[config.mk]
export PLATFORM = sky130hd
export DESIGN_NAME = txy_timer
export DESIGN_NICKNAME = d
export VERILOG_FILES = /design/src/hdl/txy_pkg.sv /design/src/hdl/txy_prescaler.sv /design/src/hdl/txy_edge_detect.sv /design/src/hdl/txy_timer.sv
export SDC_FILE = /design/constraint.sdc
export NUM_CORES = 1
export LEC_CHECK = 0
export ABC_CLOCK_PERIOD_IN_PS = 2700
export BUFFER_PORTS_ARGS = -buffer_cell sky130_fd_sc_hd__buf_2
export CAP_MARGIN = 25
export CELL_PAD_IN_SITES_DETAIL_PLACEMENT = 1
export CELL_PAD_IN_SITES_GLOBAL_PLACEMENT = 1
export CORE_ASPECT_RATIO = 1.4
export CORE_MARGIN = 3
export CORE_UTILIZATION = 41
export DETAILED_ROUTE_END_ITERATION = 16
export MAX_ROUTING_LAYER = met4
export PLACE_DENSITY = 0.78
export SLEW_MARGIN = 20
export SYNTH_ARGS = -nofsm -noshare
export SYNTH_HDL_FRONTEND = slang
export SYNTH_SLANG_ARGS = --single-unit
export TNS_END_PERCENT = 5
[constraint.sdc]
create_clock -name clk -period 2.7 [get_ports clk]
set_input_delay 0.27 -clock clk [delete_from_list [all_inputs] [get_ports clk]]
set_output_delay 0.27 -clock clk [all_outputs]
set_load 0.05 [all_outputs]
[src/hdl/txy_pkg.sv]
package txy_pkg;
   // operating mode field values, bits 2..0 of a timer mode register
   localparam logic [2:0] TXY_MODE_PULSE_OUT = 3'h1;
   localparam logic [2:0] TXY_MODE_PERIOD = 3'h2;
   localparam logic [2:0] TXY_MODE_WIDTH = 3'h3;
   localparam logic [2:0] TXY_MODE_WAVE = 3'h4;
   localparam logic [2:0] TXY_MODE_ONE_SHOT = 3'h5;
   // mode register field positions
   localparam int TXY_MODE_LSB = 0;
   localparam int TXY_WRITE_LATCH_ONLY_BIT = 3;
   localparam int TXY_OUT_LATCH_BIT = 4;
   localparam int TXY_TRIG_SEL_BIT = 5;
   // edge polarity register bit positions
   localparam int TXY_EG_TRIG_X_BIT = 0;
   localparam int TXY_EG_TRIG_Y_BIT = 1;
   localparam int TXY_EG_PIN_X_BIT = 2;
   localparam int TXY_EG_PIN_Y_BIT = 3;
   // second interrupt request register bit positions
   localparam int TXY_IRQ2_TRIG_X_BIT = 0;
   localparam int TXY_IRQ2_TRIG_Y_BIT = 1;
   localparam int TXY_IRQ2_MEAS_X_BIT = 2;
   localparam int TXY_IRQ2_MEAS_Y_BIT = 3;
   // count source select encoding
   localparam logic [1:0] TXY_SRC_DIV2 = 2'h0;
   localparam logic [1:0] TXY_SRC_DIV8 = 2'h1;
   localparam logic [1:0] TXY_SRC_DIV16 = 2'h2;
   localparam int TXY_PRESCALE_W = 4;
   // reset values and the all-ones measurement reload value
   localparam logic [1:0] TXY_STOP_RESET = 2'h3;
   localparam logic [15:0] TXY_COUNT_ALL_ONES = 16'hFFFF;
   localparam logic [15:0] TXY_COUNT_ZERO = 16'h0000;
   localparam logic [7:0] TXY_MODE_RESET = 8'h00;
   localparam logic [3:0] TXY_EG_RESET = 4'h0;

   typedef struct packed {
      logic [7:0] mode;
      logic [1:0] src_sel;
      logic pin_pol;
      logic trig_pol;
      logic stop;
   } txy_cfg_t;

   typedef struct packed {
      logic wr;
      logic [15:0] data;
   } txy_wr_t;
endpackage : txy_pkg

[src/hdl/txy_prescaler.sv]
`timescale 1ns/1ns
module txy_prescaler
   import txy_pkg::*;
(
   input wire logic clk,
   input wire logic rst_n,
   output logic tick2,
   output logic tick8,
   output logic tick16
);
   logic [TXY_PRESCALE_W-1:0] div;

   // one free-running divider serves both timers and all three rates
   always_ff @(posedge clk or negedge rst_n) begin
      if (!rst_n) begin
         div <= '0;
      end else begin
         div <= div + 4'h1;
      end
   end

   always_ff @(posedge clk or negedge rst_n) begin
      if (!rst_n) begin
         tick2 <= 1'b0;
         tick8 <= 1'b0;
         tick16 <= 1'b0;
      end else begin
         tick2 <= div[0];
         tick8 <= (div[2:0] == 3'h7);
         tick16 <= (div == 4'hF);
      end
   end
endmodule : txy_prescaler

[src/hdl/txy_edge_detect.sv]
`timescale 1ns/1ns
module txy_edge_detect (
   input wire logic clk,
   input wire logic rst_n,
   input wire logic level,
   output logic rise,
   output logic fall
);
   logic prev;

   always_ff @(posedge clk or negedge rst_n) begin
      if (!rst_n) begin
         prev <= 1'b0;
      end else begin
         prev <= level;
      end
   end

   assign rise = level & ~prev;
   assign fall = ~level & prev;
endmodule : txy_edge_detect

[src/hdl/txy_timer.sv]
// Contract
// - count clock is main clock divided by 2, 8 or 16
// - mode 001 is pulse output: pin toggles on underflow, underflow request
// - pulse output starts high when pin polarity 0, low when 1
// - pulse output, stopped: counter write sets pin from pin polarity
// - pulse output, running: pin polarity change inverts pin immediately
// - mode 010 period: polarity 0 falling-to-falling, 1 rising-to-rising
// - period edge: latch gets complement of count, counter gets all ones
// - mode 011 width: polarity 1 low phase, 0 high phase
// - width: completing edge latches complement; both edges load all ones
// - measurement done raises measurement request bit per timer
// - measurement underflow raises interrupt, reloads all ones; result held
// - measurement: count unreadable, latch read-only while running, preset only stopped
// - mode 100 waveform: pin takes output latch bit at each underflow
// - waveform with trigger select and running: trigger edge starts count
// - trigger polarity 0 falling, 1 rising; edge raises trigger request
// - mode 101 one-shot: stopped ignores triggers; software loads width
// - one-shot polarity 0: pin low on select, high on trigger, low at end
// - one-shot polarity 1: pin high on select, low on trigger, high at end
// - one-shot pin polarity change flips pin level
// - stop bit resets to 1; writing 0 starts counting
// - decrement per pulse; pulse after zero underflows and reloads latch outside measurement
`timescale 1ns/1ns
module txy_timer
   import txy_pkg::*;
(
   input wire logic clk,
   input wire logic rst_n,
   input wire logic [7:0] timer_x_mode_register,
   input wire logic [7:0] timer_y_mode_register,
   input wire logic [1:0] timer_x_src_sel,
   input wire logic [1:0] timer_y_src_sel,
   input wire logic [3:0] edge_polarity_select,
   input wire logic [1:0] stop_wr_data,
   input wire logic stop_wr,
   input wire logic [1:0] count_wr,
   input wire logic [15:0] count_wr_data,
   input wire logic timer_x_io_pin_in,
   input wire logic timer_y_io_pin_in,
   input wire logic timer_x_trigger_pin,
   input wire logic timer_y_trigger_pin,
   output logic [1:0] timer_pair_stop_control,
   output logic [15:0] timer_x_count,
   output logic [15:0] timer_y_count,
   output logic [1:0] count_readable,
   output logic [15:0] timer_x_latch,
   output logic [15:0] timer_y_latch,
   output logic timer_x_io_pin_out,
   output logic timer_x_io_pin_oe,
   output logic timer_y_io_pin_out,
   output logic timer_y_io_pin_oe,
   output logic [1:0] underflow_request,
   output logic [3:0] interrupt_request_second
);
   logic tick2;
   logic tick8;
   logic tick16;
   logic [1:0] stop;

   txy_prescaler u_pre (
      .clk(clk),
      .rst_n(rst_n),
      .tick2(tick2),
      .tick8(tick8),
      .tick16(tick16)
   );

   always_ff @(posedge clk or negedge rst_n) begin
      if (!rst_n) begin
         stop <= TXY_STOP_RESET;
      end else if (stop_wr) begin
         stop <= stop_wr_data;
      end
   end
   assign timer_pair_stop_control = stop;

   logic [7:0] mode_v [2];
   logic [1:0] src_v [2];
   logic pin_in_v [2];
   logic trig_in_v [2];
   logic [15:0] count_v [2];
   logic [15:0] latch_v [2];
   logic pin_out_v [2];
   logic pin_oe_v [2];
   logic [1:0] irq2_trig;
   logic [1:0] irq2_meas;

   assign mode_v[0] = timer_x_mode_register;
   assign mode_v[1] = timer_y_mode_register;
   assign src_v[0] = timer_x_src_sel;
   assign src_v[1] = timer_y_src_sel;
   assign pin_in_v[0] = timer_x_io_pin_in;
   assign pin_in_v[1] = timer_y_io_pin_in;
   assign trig_in_v[0] = timer_x_trigger_pin;
   assign trig_in_v[1] = timer_y_trigger_pin;

   genvar g;
   generate
      for (g = 0; g < 2; g++) begin : g_tmr
         logic [2:0] op;
         logic pin_pol;
         logic trig_pol;
         logic pin_pol_q;
         logic [2:0] op_q;
         logic tick;
         logic pin_rise;
         logic pin_fall;
         logic trg_rise;
         logic trg_fall;
         logic trig_edge;
         logic pin_edge_act;
         logic pin_edge_done;
         logic measuring;
         logic in_phase;
         logic armed;
         logic running;
         logic uflow;
         logic is_meas;
         logic [15:0] count;
         logic [15:0] latch;
         logic pin;

         assign op = mode_v[g][TXY_MODE_LSB +: 3];
         assign pin_pol = edge_polarity_select[TXY_EG_PIN_X_BIT + g];
         assign trig_pol = edge_polarity_select[TXY_EG_TRIG_X_BIT + g];
         assign is_meas = (op == TXY_MODE_PERIOD) || (op == TXY_MODE_WIDTH);

         always_comb begin
            unique case (src_v[g])
               TXY_SRC_DIV2: tick = tick2;
               TXY_SRC_DIV8: tick = tick8;
               TXY_SRC_DIV16: tick = tick16;
               default: tick = tick16;
            endcase
         end

         txy_edge_detect u_pin (
            .clk(clk),
            .rst_n(rst_n),
            .level(pin_in_v[g]),
            .rise(pin_rise),
            .fall(pin_fall)
         );

         txy_edge_detect u_trg (
            .clk(clk),
            .rst_n(rst_n),
            .level(trig_in_v[g]),
            .rise(trg_rise),
            .fall(trg_fall)
         );

         assign trig_edge = trig_pol ? trg_rise : trg_fall;
         // active pin edges; width starts on one edge, ends on the other
         assign pin_edge_done = (op == TXY_MODE_PERIOD) ?
            (pin_pol ? pin_rise : pin_fall) : (pin_pol ? pin_rise : pin_fall);
         assign pin_edge_act = (op == TXY_MODE_PERIOD) ? pin_edge_done :
            (in_phase ? pin_edge_done : (pin_pol ? pin_fall : pin_rise));

         // waveform gated by trigger needs an arming edge; one-shot waits too
         assign running = !stop[g] && !armed;
         // underflow on the pulse after zero
         assign uflow = running && tick && (count == TXY_COUNT_ZERO);

         // waveform/one-shot trigger gate; waiting state re-arms on stop
         always_ff @(posedge clk or negedge rst_n) begin
            if (!rst_n) begin
               armed <= 1'b0;
            end else if (stop[g]) begin
               armed <= (op == TXY_MODE_ONE_SHOT) ||
                  ((op == TXY_MODE_WAVE) && mode_v[g][TXY_TRIG_SEL_BIT]);
            end else if (trig_edge) begin
               armed <= 1'b0;
            end else if (uflow && (op == TXY_MODE_ONE_SHOT)) begin
               armed <= 1'b1;
            end
         end

         assign measuring = is_meas && !stop[g];

         always_ff @(posedge clk or negedge rst_n) begin
            if (!rst_n) begin
               in_phase <= 1'b0;
            end else if (!measuring || (op != TXY_MODE_WIDTH)) begin
               in_phase <= 1'b0;
            end else if (pin_edge_act) begin
               in_phase <= ~in_phase;
            end
         end

         // counter
         always_ff @(posedge clk or negedge rst_n) begin
            if (!rst_n) begin
               count <= TXY_COUNT_ZERO;
            end else if (measuring && pin_edge_act) begin
               // all ones on each active edge
               count <= TXY_COUNT_ALL_ONES;
            end else if (uflow) begin
               // measurement reload is all ones, else latch
               count <= is_meas ? TXY_COUNT_ALL_ONES : latch;
            end else if (count_wr[g] && (stop[g] || !is_meas) &&
                         !mode_v[g][TXY_WRITE_LATCH_ONLY_BIT]) begin
               // preset outside measurement modes except on underflow, only while stopped in them; never with write-latch-only set
               count <= count_wr_data;
            end else if (running && tick) begin
               count <= count - 16'h0001;
            end
         end

         // reload latch
         always_ff @(posedge clk or negedge rst_n) begin
            if (!rst_n) begin
               latch <= TXY_COUNT_ZERO;
            end else if (measuring && pin_edge_act &&
                         ((op == TXY_MODE_PERIOD) || in_phase)) begin
               latch <= ~count;
            end else if (count_wr[g] && !measuring) begin
               latch <= count_wr_data;
            end
         end

         // pin output
         always_ff @(posedge clk or negedge rst_n) begin
            if (!rst_n) begin
               pin <= 1'b0;
               pin_pol_q <= 1'b0;
               op_q <= 3'h0;
            end else begin
               pin_pol_q <= pin_pol;
               op_q <= op;
               unique case (op)
                  TXY_MODE_PULSE_OUT: begin
                     if (op_q != op) begin
                        pin <= ~pin_pol;
                     end else if (stop[g] && count_wr[g]) begin
                        pin <= ~pin_pol;
                     end else begin
                        // both inversions apply, so a change at underflow cancels out
                        pin <= pin ^ (!stop[g] && (pin_pol != pin_pol_q)) ^ uflow;
                     end
                  end
                  TXY_MODE_WAVE: begin
                     if (uflow) begin
                        pin <= mode_v[g][TXY_OUT_LATCH_BIT];
                     end
                  end
                  TXY_MODE_ONE_SHOT: begin
                     if (op_q != op) begin
                        // idle level on select; armed lags the mode by a cycle
                        pin <= pin_pol;
                     end else if (pin_pol != pin_pol_q) begin
                        pin <= armed ? pin_pol : ~pin;
                     end else if (!stop[g] && armed && trig_edge) begin
                        pin <= ~pin_pol;
                     end else if (uflow) begin
                        pin <= pin_pol;
                     end
                  end
                  default: pin <= pin;
               endcase
            end
         end

         assign pin_oe_v[g] = (op == TXY_MODE_PULSE_OUT) || (op == TXY_MODE_WAVE) ||
            (op == TXY_MODE_ONE_SHOT);
         assign pin_out_v[g] = pin;
         assign count_v[g] = count;
         assign latch_v[g] = latch;
         assign count_readable[g] = !is_meas;
         assign underflow_request[g] = uflow;
         // trigger request in waveform and one-shot
         assign irq2_trig[g] = trig_edge &&
            ((op == TXY_MODE_WAVE) || (op == TXY_MODE_ONE_SHOT));
         assign irq2_meas[g] = measuring && pin_edge_act &&
            ((op == TXY_MODE_PERIOD) || in_phase);
      end
   endgenerate

   assign timer_x_count = count_v[0];
   assign timer_y_count = count_v[1];
   assign timer_x_latch = latch_v[0];
   assign timer_y_latch = latch_v[1];
   assign timer_x_io_pin_out = pin_out_v[0];
   assign timer_y_io_pin_out = pin_out_v[1];
   assign timer_x_io_pin_oe = pin_oe_v[0];
   assign timer_y_io_pin_oe = pin_oe_v[1];
   assign interrupt_request_second[TXY_IRQ2_TRIG_X_BIT] = irq2_trig[0];
   assign interrupt_request_second[TXY_IRQ2_TRIG_Y_BIT] = irq2_trig[1];
   assign interrupt_request_second[TXY_IRQ2_MEAS_X_BIT] = irq2_meas[0];
   assign interrupt_request_second[TXY_IRQ2_MEAS_Y_BIT] = irq2_meas[1];
endmodule : txy_timer

==> flow_summary.json, run 1 <==
{
  "rsz0062_at_grt": "no",
  "cp.arrival_ns": 2.26,
  "grt_first_pass_wirelength_mm": 31.74,
  "leakage_nw": 3.191,
  "final_cell_mix": "buf_2 (122), dfrtp_1 (89), nand2_1 (86), nor2_1 (51), inv_1 (48)",
  "core_mm2": 0.01345,
  "die_h_um": 144.9,
  "hold_viol": 0,
  "globalplace.congestion": 0.9030,
  "synth_edf_count": 0,
  "pwr-share-clk_pct": 22.6,
  "grt_usage_pct": 27.21,
  "outcome": "completed",
  "setup_viol": 0,
  "crit_path_end": "underflow_request[1]",
  "h-tree-depth": 3,
  "hold_ws_ns": 0.04805,
  "diodes": 0,
  "vias": 5792,
  "end_kind": "output pin",
  "slew_violations": 0,
  "drv_cap": 0,
  "final_common_cell": "buf_2",
  "synth_top_area_cell": "dfrtp_1",
  "max_slew_margin_pct": 53.22,
  "io_pins": 129,
  "switching_share_pct": 46.74,
  "avgRoutedWirePerCell_um": 20.86,
  "synthAdderAreaFrac_pct": 1.108,
  "p_switching_w": 0.002753,
  "tightest_slew_ns": 0.7017,
  "synth_compound_area_share_pct": 20.47,
  "drt_wl_total_mm": 20.28,
  "setup_tns_ns": 0,
  "ys_async_sr_fraction_pct": 100.0,
  "firstDrtPassIters": 5,
  "finish.utilization_pct": 51.39,
  "final_net_count": 841,
  "syn-cell-area_mm2": 0.005648,
  "required_ns": 2.43,
  "synth_top_family_by_area": "simple AND/OR/NAND/NOR gates",
  "antenna_left": 0,
  "fillers": 1645,
  "yosys_warnings": 0,
  "ys_ff_latch": 91,
  "cts_tree": "built",
  "post_cts_buffers": 0,
  "reg2reg_slack_ns": 0.23,
  "grt_remaining_overflow": 0,
  "r2r_cells": 7,
  "drc": 0,
  "crit_path_start": "timer_y_count[0]",
  "drtIter0Drc": 201,
  "synthCells": 659,
  "clk_pin_slew_ns": 0.07,
  "r2r_end": "timer_x_count[4]",
  "yosysSeqAreaShare_pct": 40.36,
  "io_buffers": 124,
  "hold_class": "primary input to flop",
  "path_class": "flop to output pin",
  "power_density_mw_per_mm2": 852.2,
  "die_w_um": 105.2,
  "synth.area.top_cells": "dfrtp_1 (39%), o221ai_1 (6.4%), nand2_1 (5.7%)",
  "start_util_pct": 41.99,
  "synth_flop_cell": "dfrtp_1",
  "synth.distinct_cells": 62,
  "rows": 50,
  "via_per_inst": 5.959,
  "finalClockSkew_ns": 0.01267,
  "dp_hpwl_mm": 15.03,
  "drive_gt1_share_pct": 25.82,
  "syn-num-nets": 715,
  "min_period_ns": 2.535,
  "r2r-start": "timer_x_count[4]",
  "grt_max_degree": 49,
  "syn_to_final_growth_pct": 22.37,
  "ir_worst_vdd_uv": 464.1,
  "start_kind": "flop",
  "yosys.area_share.simple_pct": 24.41,
  "avgSynthCellArea_um2": 8.570,
  "die_area_mm2": 0.01524,
  "synth.top_cell.area_share_pct": 39.43,
  "antenna_found_initial": 0,
  "synth_xor_area_share_pct": 4.807,
  "root_buffer": "clkbuf_16",
  "pwr-share-seq_pct": 35.5,
  "cp_max_fo": 7,
  "fmax_mhz": 394.5,
  "numCtsBuffers": 9,
  "clock_sinks": 91,
  "first_global_vias": 5982,
  "fin_crit_sh_pct": 93.89,
  "internal_power_w": 0.003137,
  "clk-insertion-delay-late_ns": 0.35,
  "muxShareOfSynthArea_pct": 2.038,
  "combinationalPowerShare_pct": 42.0,
  "clockBufferDepth": 2
}
## cells in the mapped netlist (6+ instances only)
master / count
clkbuf_1: 28
nand2_1: 86
o211ai_1: 12
xnor2_1: 21
mux2i_1: 7
and3_1: 8
buf_2: 16
nand3b_1: 6
a211oi_1: 7
a21oi_1: 20
nand3_1: 33
nor3_1: 11
nand2b_1: 7
nor2b_1: 12
or2_2: 8
o22ai_1: 9
o311ai_0: 8
nor2_1: 51
o221ai_1: 41
dfrtp_1: 89
nor4_1: 6
inv_1: 48
xor2_1: 10
o21ai_0: 23
## stage by stage
step / power, W / setup slack (ns) / instances / instance area [um2]
6_report: 0.005890 / 0.1651 / 972 / 6912
2_1_floorplan: 0.003795 / 0.2024 / 659 / 5648
3_5_place_dp: 0.004555 / 0.1927 / 955 / 6585
3_3_place_gp: 0.004458 / 0.2877 / 955 / 6585
5_1_grt: 0.006189 / 0.09176 / 972 / 6912
4_1_cts: 0.005900 / 0.02805 / 972 / 6903
## state kept, by name (all words and copies together), names as in the netlist, 2 cells and up
name,flops
g_tmr.armed,2
g_tmr.in_phase,2
g_tmr.op_q,6
g_tmr.pin_pol_q,2
g_tmr.u_pin.prev,2
g_tmr.u_trg.prev,2
timer_pair_stop_control,2
timer_x_count,16
timer_x_latch,16
timer_y_count,16
timer_y_latch,16
u_pre.div,4
## power by group through the flow
stage,Combinational (W),Sequential [W],Clock (W)
5_1_grt,0.00264,0.00214,0.00141
6_report,0.00247,0.00209,0.00133
3_5_place_dp,0.00246,0.00209,0
2_1_floorplan,0.000984,0.00281,0
4_1_cts,0.00248,0.00207,0.00135
3_3_place_gp,0.00238,0.00207,0
## final cells by class
| class | count | area [um2] | area share (%) |
|---|---|---|---|
| multi-input cells | 473 | 2993 | 43.30 |
| flip-flops and latches | 91 | 2280 | 32.98 |
| well taps | 182 | 227.7 | 3.295 |
| inverters | 48 | 180.2 | 2.607 |
| clock inverters | 4 | 48.80 | 0.7060 |
| repair buffers | 162 | 925.9 | 13.40 |
| clock buffers | 12 | 256.5 | 3.711 |
## worst min-delay path by stage
stage,start,slack [ns],to,cells past startpoint
floorplan,rst_n,-0.03,g_tmr[0].armed,0
global placement,rst_n,0.36,timer_x_latch[1],1
detailed placement,rst_n,0.36,timer_x_latch[1],1
CTS,timer_y_io_pin_in,0.04,g_tmr[1].u_pin.prev,1
global route,timer_y_io_pin_in,0.05,g_tmr[1].u_pin.prev,1
finish,timer_y_io_pin_in,0.05,g_tmr[1].u_pin.prev,1
## critical path: stages (launching register included)
cell and delay (ns):
dfrtp_1 0.46, inv_1 0.11, ha_1 0.22, or3b_4 0.45, nor4_2 0.27, buf_4 0.20
buf_4 0.20
## cells by family (layout without fill, tap and decap cells)
kind of cell               Yosys count  count (layout)
AOI/OAI and AO/OA                  157             157
xor gates and xnor gates            31              31
adders and majority gates            5               5
buffers and inverters               95             226
DFF                                 91              91
muxes                               11              11
and+or+nand+nor                    269             269
## timing repair
item                                    4_1_cts  5_1_grt
hold endpoints to repair                     34        0
resized for setup                             1        2
endpoints found under the setup margin        1        4
hold buffers                                  1        0
## per-layer routing
layer | vias up | track usage [%] | wire, um
li1 | 2634 | - | -
met1 | 2933 | 29.96 | 7661
met2 | 185 | 50.34 | 11160
met3 | 40 | 3.684 | 964
met4 | 0 | 9.537 | 490
met5 | - | - | 0
No activity file was read; power rests on OpenSTA's default activity.
==> run 2: changes to the inputs <==
--- a/config.mk
+++ b/config.mk
@@ -5,6 +5,7 @@
 export SDC_FILE = /design/constraint.sdc
 export NUM_CORES = 1
 export LEC_CHECK = 0
+export ABC_AREA = 1
 export ABC_CLOCK_PERIOD_IN_PS = 2700
 export BUFFER_PORTS_ARGS = -buffer_cell sky130_fd_sc_hd__buf_2
 export CAP_MARGIN = 25
@@ -12,7 +13,7 @@
 export CELL_PAD_IN_SITES_GLOBAL_PLACEMENT = 1
 export CORE_ASPECT_RATIO = 1.4
 export CORE_MARGIN = 3
-export CORE_UTILIZATION = 41
+export CORE_UTILIZATION = 39
 export DETAILED_ROUTE_END_ITERATION = 16
 export MAX_ROUTING_LAYER = met4
 export PLACE_DENSITY = 0.78
==> run 2 against run 1 <==
Compared with the run above:
- maximum frequency is 1.7% higher
- hold slack better by 0.00084 ns
- routed wire length up 7.7%
- synthesized cell count up 37%
- global-route usage fell by 0.66 points
- critical path depth grew 3
- sequential share of layout area is 1.7 points lower
- clock skew fell by 0.0067 ns
- clock power is 11% higher
- critical endpoint unchanged
- largest power group unchanged
==> flow_summary.json, run 2 <==
{
  "first_global_vias": 6797,
  "yosys.area_share.simple_pct": 40.69,
  "tightest_slew_ns": 0.6251,
  "rows": 53,
  "yosys_warnings": 0,
  "synth_compound_area_share_pct": 9.033,
  "synth_edf_count": 0,
  "firstDrtPassIters": 4,
  "clock_sinks": 91,
  "drtIter0Drc": 250,
  "globalplace.congestion": 0.9586,
  "crit_path_start": "timer_y_count[0]",
  "synth.top_cell.area_share_pct": 36.38,
  "clk_pin_slew_ns": 0.07,
  "post_cts_buffers": 0,
  "io_buffers": 124,
  "ys_top_cells_by_count": "nand2_1 (250), nor2_1 (132), nand3_1 (119)",
  "ir_worst_vdd_uv": 511.1,
  "die_area_mm2": 0.01726,
  "crit_chain": "inv_1, ha_1, nand2_1, nor2_2, nand2_1, nor2_1, nand2_1, inv_4, buf_4",
  "yosysSeqAreaShare_pct": 37.24,
  "crit_slowest_cell": "dfrtp_1",
  "final_common_cell": "nand2_1",
  "combinationalPowerShare_pct": 42.9,
  "path_common_cell": "nand2_1",
  "clockBufferDepth": 2,
  "avgRoutedWirePerCell_um": 17.75,
  "r2r-start": "timer_y_count[0]",
  "power_density_mw_per_mm2": 822.1,
  "synth.area.top_cells": "dfrtp_1 (36%), nand2_1 (15%), nand3_1 (9.7%)",
  "synth_top_family_by_area": "simple AND/OR/NAND/NOR gates",
  "h-tree-depth": 3,
  "syn-cell-area_mm2": 0.006122,
  "p_switching_w": 0.002825,
  "setup_tns_ns": 0,
  "avgSynthCellArea_um2": 6.757,
  "via_per_inst": 5.273,
  "die_h_um": 154.2,
  "drc": 0,
  "drt_wl_total_mm": 21.83,
  "crit_family": "simple AND/OR/NAND/NOR gates",
  "ys_ff_latch": 91,
  "io_pins": 129,
  "final_cell_mix": "nand2_1 (250), nor2_1 (131), buf_2 (122), nand3_1 (119), inv_1 (96)",
  "yosysMostFrequentCell": "nand2_1",
  "synth.distinct_cells": 34,
  "root_buffer": "clkbuf_16",
  "clk-insertion-delay-late_ns": 0.35,
  "crit_buf_inv": 3,
  "drv_cap": 0,
  "internal_power_w": 0.003173,
  "ys_async_sr_fraction_pct": 100.0,
  "required_ns": 2.43,
  "cp_max_fo": 16,
  "final_net_count": 1088,
  "drive_gt1_share_pct": 20.54,
  "synth_flop_cell": "dfrtp_1",
  "numCtsBuffers": 9,
  "slew_violations": 0,
  "muxShareOfSynthArea_pct": 0,
  "max_slew_margin_pct": 58.28,
  "grt_max_degree": 51,
  "leakage_nw": 3.843,
  "synthCells": 906,
  "grt_remaining_overflow": 0,
  "fin_crit_sh_pct": 92.29,
  "dp_hpwl_mm": 16.20,
  "fillers": 2061,
  "syn-num-nets": 962,
  "pwr-share-seq_pct": 32.4,
  "max_stage_delay_ns": 0.40,
  "cts_tree": "built",
  "synth_xor_area_share_pct": 2.432,
  "fmax_mhz": 401.3,
  "switching_share_pct": 47.09,
  "grt_usage_pct": 26.54,
  "finalClockSkew_ns": 0.005971,
  "vias": 6486,
  "hold_class": "primary input to flop",
  "cp.arrival_ns": 2.22,
  "synth_top_area_cell": "dfrtp_1",
  "path_class": "flop to output pin",
  "hold_ws_ns": 0.04889,
  "pwr-share-clk_pct": 24.7,
  "syn_to_final_growth_pct": 19.17,
  "antenna_found_initial": 1,
  "synthAdderAreaFrac_pct": 1.022,
  "min_period_ns": 2.492,
  "min_from": "timer_x_io_pin_in",
  "setup_viol": 0,
  "outcome": "completed",
  "die_w_um": 111.9,
  "end_kind": "output pin",
  "start_util_pct": 40.31,
  "antenna_left": 0,
  "rsz0062_at_grt": "no",
  "start_kind": "flop",
  "reg2reg_slack_ns": 0.51,
  "core_mm2": 0.01519,
  "hold_viol": 0,
  "grt_first_pass_wirelength_mm": 35.67
}
==> run 2: changes by cell type in the layout (fill, tap and decap cells not counted), moves of 9 or more <==
| cell | change |
|---|---|
| nand2_2 | +17 |
| o221ai_1 | -41 |
| xnor2_1 | -15 |
| nand3_2 | +12 |
| nand2_1 | +164 |
| o21ai_0 | +37 |
| inv_1 | +48 |
| inv_2 | +9 |
| buf_4 | -22 |
| o22ai_1 | -9 |
| nor2_1 | +80 |
| nor2b_1 | -12 |
| nand3_1 | +86 |
==> run 2: area by class of cell <==
type,instances,area (um2),area share (%)
Multi-Input combinational cell,682,3258,44.66
Tap cell,192,240.2,3.293
Clock inverter,7,116.4,1.595
Sequential cell,91,2280,31.25
Antenna cell,1,2.502,0.03430
Timing Repair Buffer,140,760.7,10.43
Clock buffer,9,225.2,3.087
Inverter,108,412.9,5.659
==> run 2: cells by family (layout without fill, tap and decap cells) <==
logic type               count (synthesis)  count (layout)
AO/OA/AOI/OAI                          102             102
XOR/XNOR                                17              17
adder cells (fa/ha/maj)                  5               5
buffers and inverters                  133             264
flip-flops                              91              91
other                                    0               1
AND/OR/NAND/NOR                        558             558
==> run 2: power by group through the flow <==
| stage | Sequential (W) | Clock, W | Combinational, W |
|---|---|---|---|
| finish | 0.00195 | 0.00148 | 0.00257 |
| global route | 0.00199 | 0.00155 | 0.00281 |
| CTS | 0.00194 | 0.00151 | 0.00259 |
| detailed placement | 0.00196 | 0 | 0.00256 |
| global placement | 0.00196 | 0 | 0.00251 |
| floorplan | 0.00272 | 0 | 0.00105 |
==> run 2: path summary, 6_finish.rpt <==
path	endpoint	cells after the start
min in group asynchronous	g_tmr[0].u_trg.prev	2
max	underflow_request[1]	9
min reg2reg	u_pre.tick2	0
max in group asynchronous	timer_y_latch[11]	3
max reg2reg	timer_y_count[9]	13
min	g_tmr[0].u_pin.prev	1
==> run 2: repair_timing <==
action,in CTS,in global routing
hold buffers,1,0
endpoints found under the setup margin,1,1
gates resized for setup,1,3
endpoints found under the hold margin,39,0
==> run 2: layer usage <==
metal / wire length, um / global-route usage [%]
met4: 405 / 7.884
met5: 0 / -
met1: 8630 / 30.21
met2: 11930 / 48.91
met3: 865 / 2.740
==> run 2: metrics by stage <==
stage          setup WS, ns  util, %  instances  cell area, um2  total power [W]
2_1_floorplan        0.5242        -        906            6122         0.003774
3_3_place_gp         0.4497    45.66       1212            6934         0.004472
3_5_place_dp         0.3861    45.66       1212            6934         0.004517
4_1_cts             0.03656    47.99       1229            7288         0.006038
5_1_grt             0.01831    48.04       1230            7296         0.006358
6_report             0.2082    48.04       1230            7296         0.005998
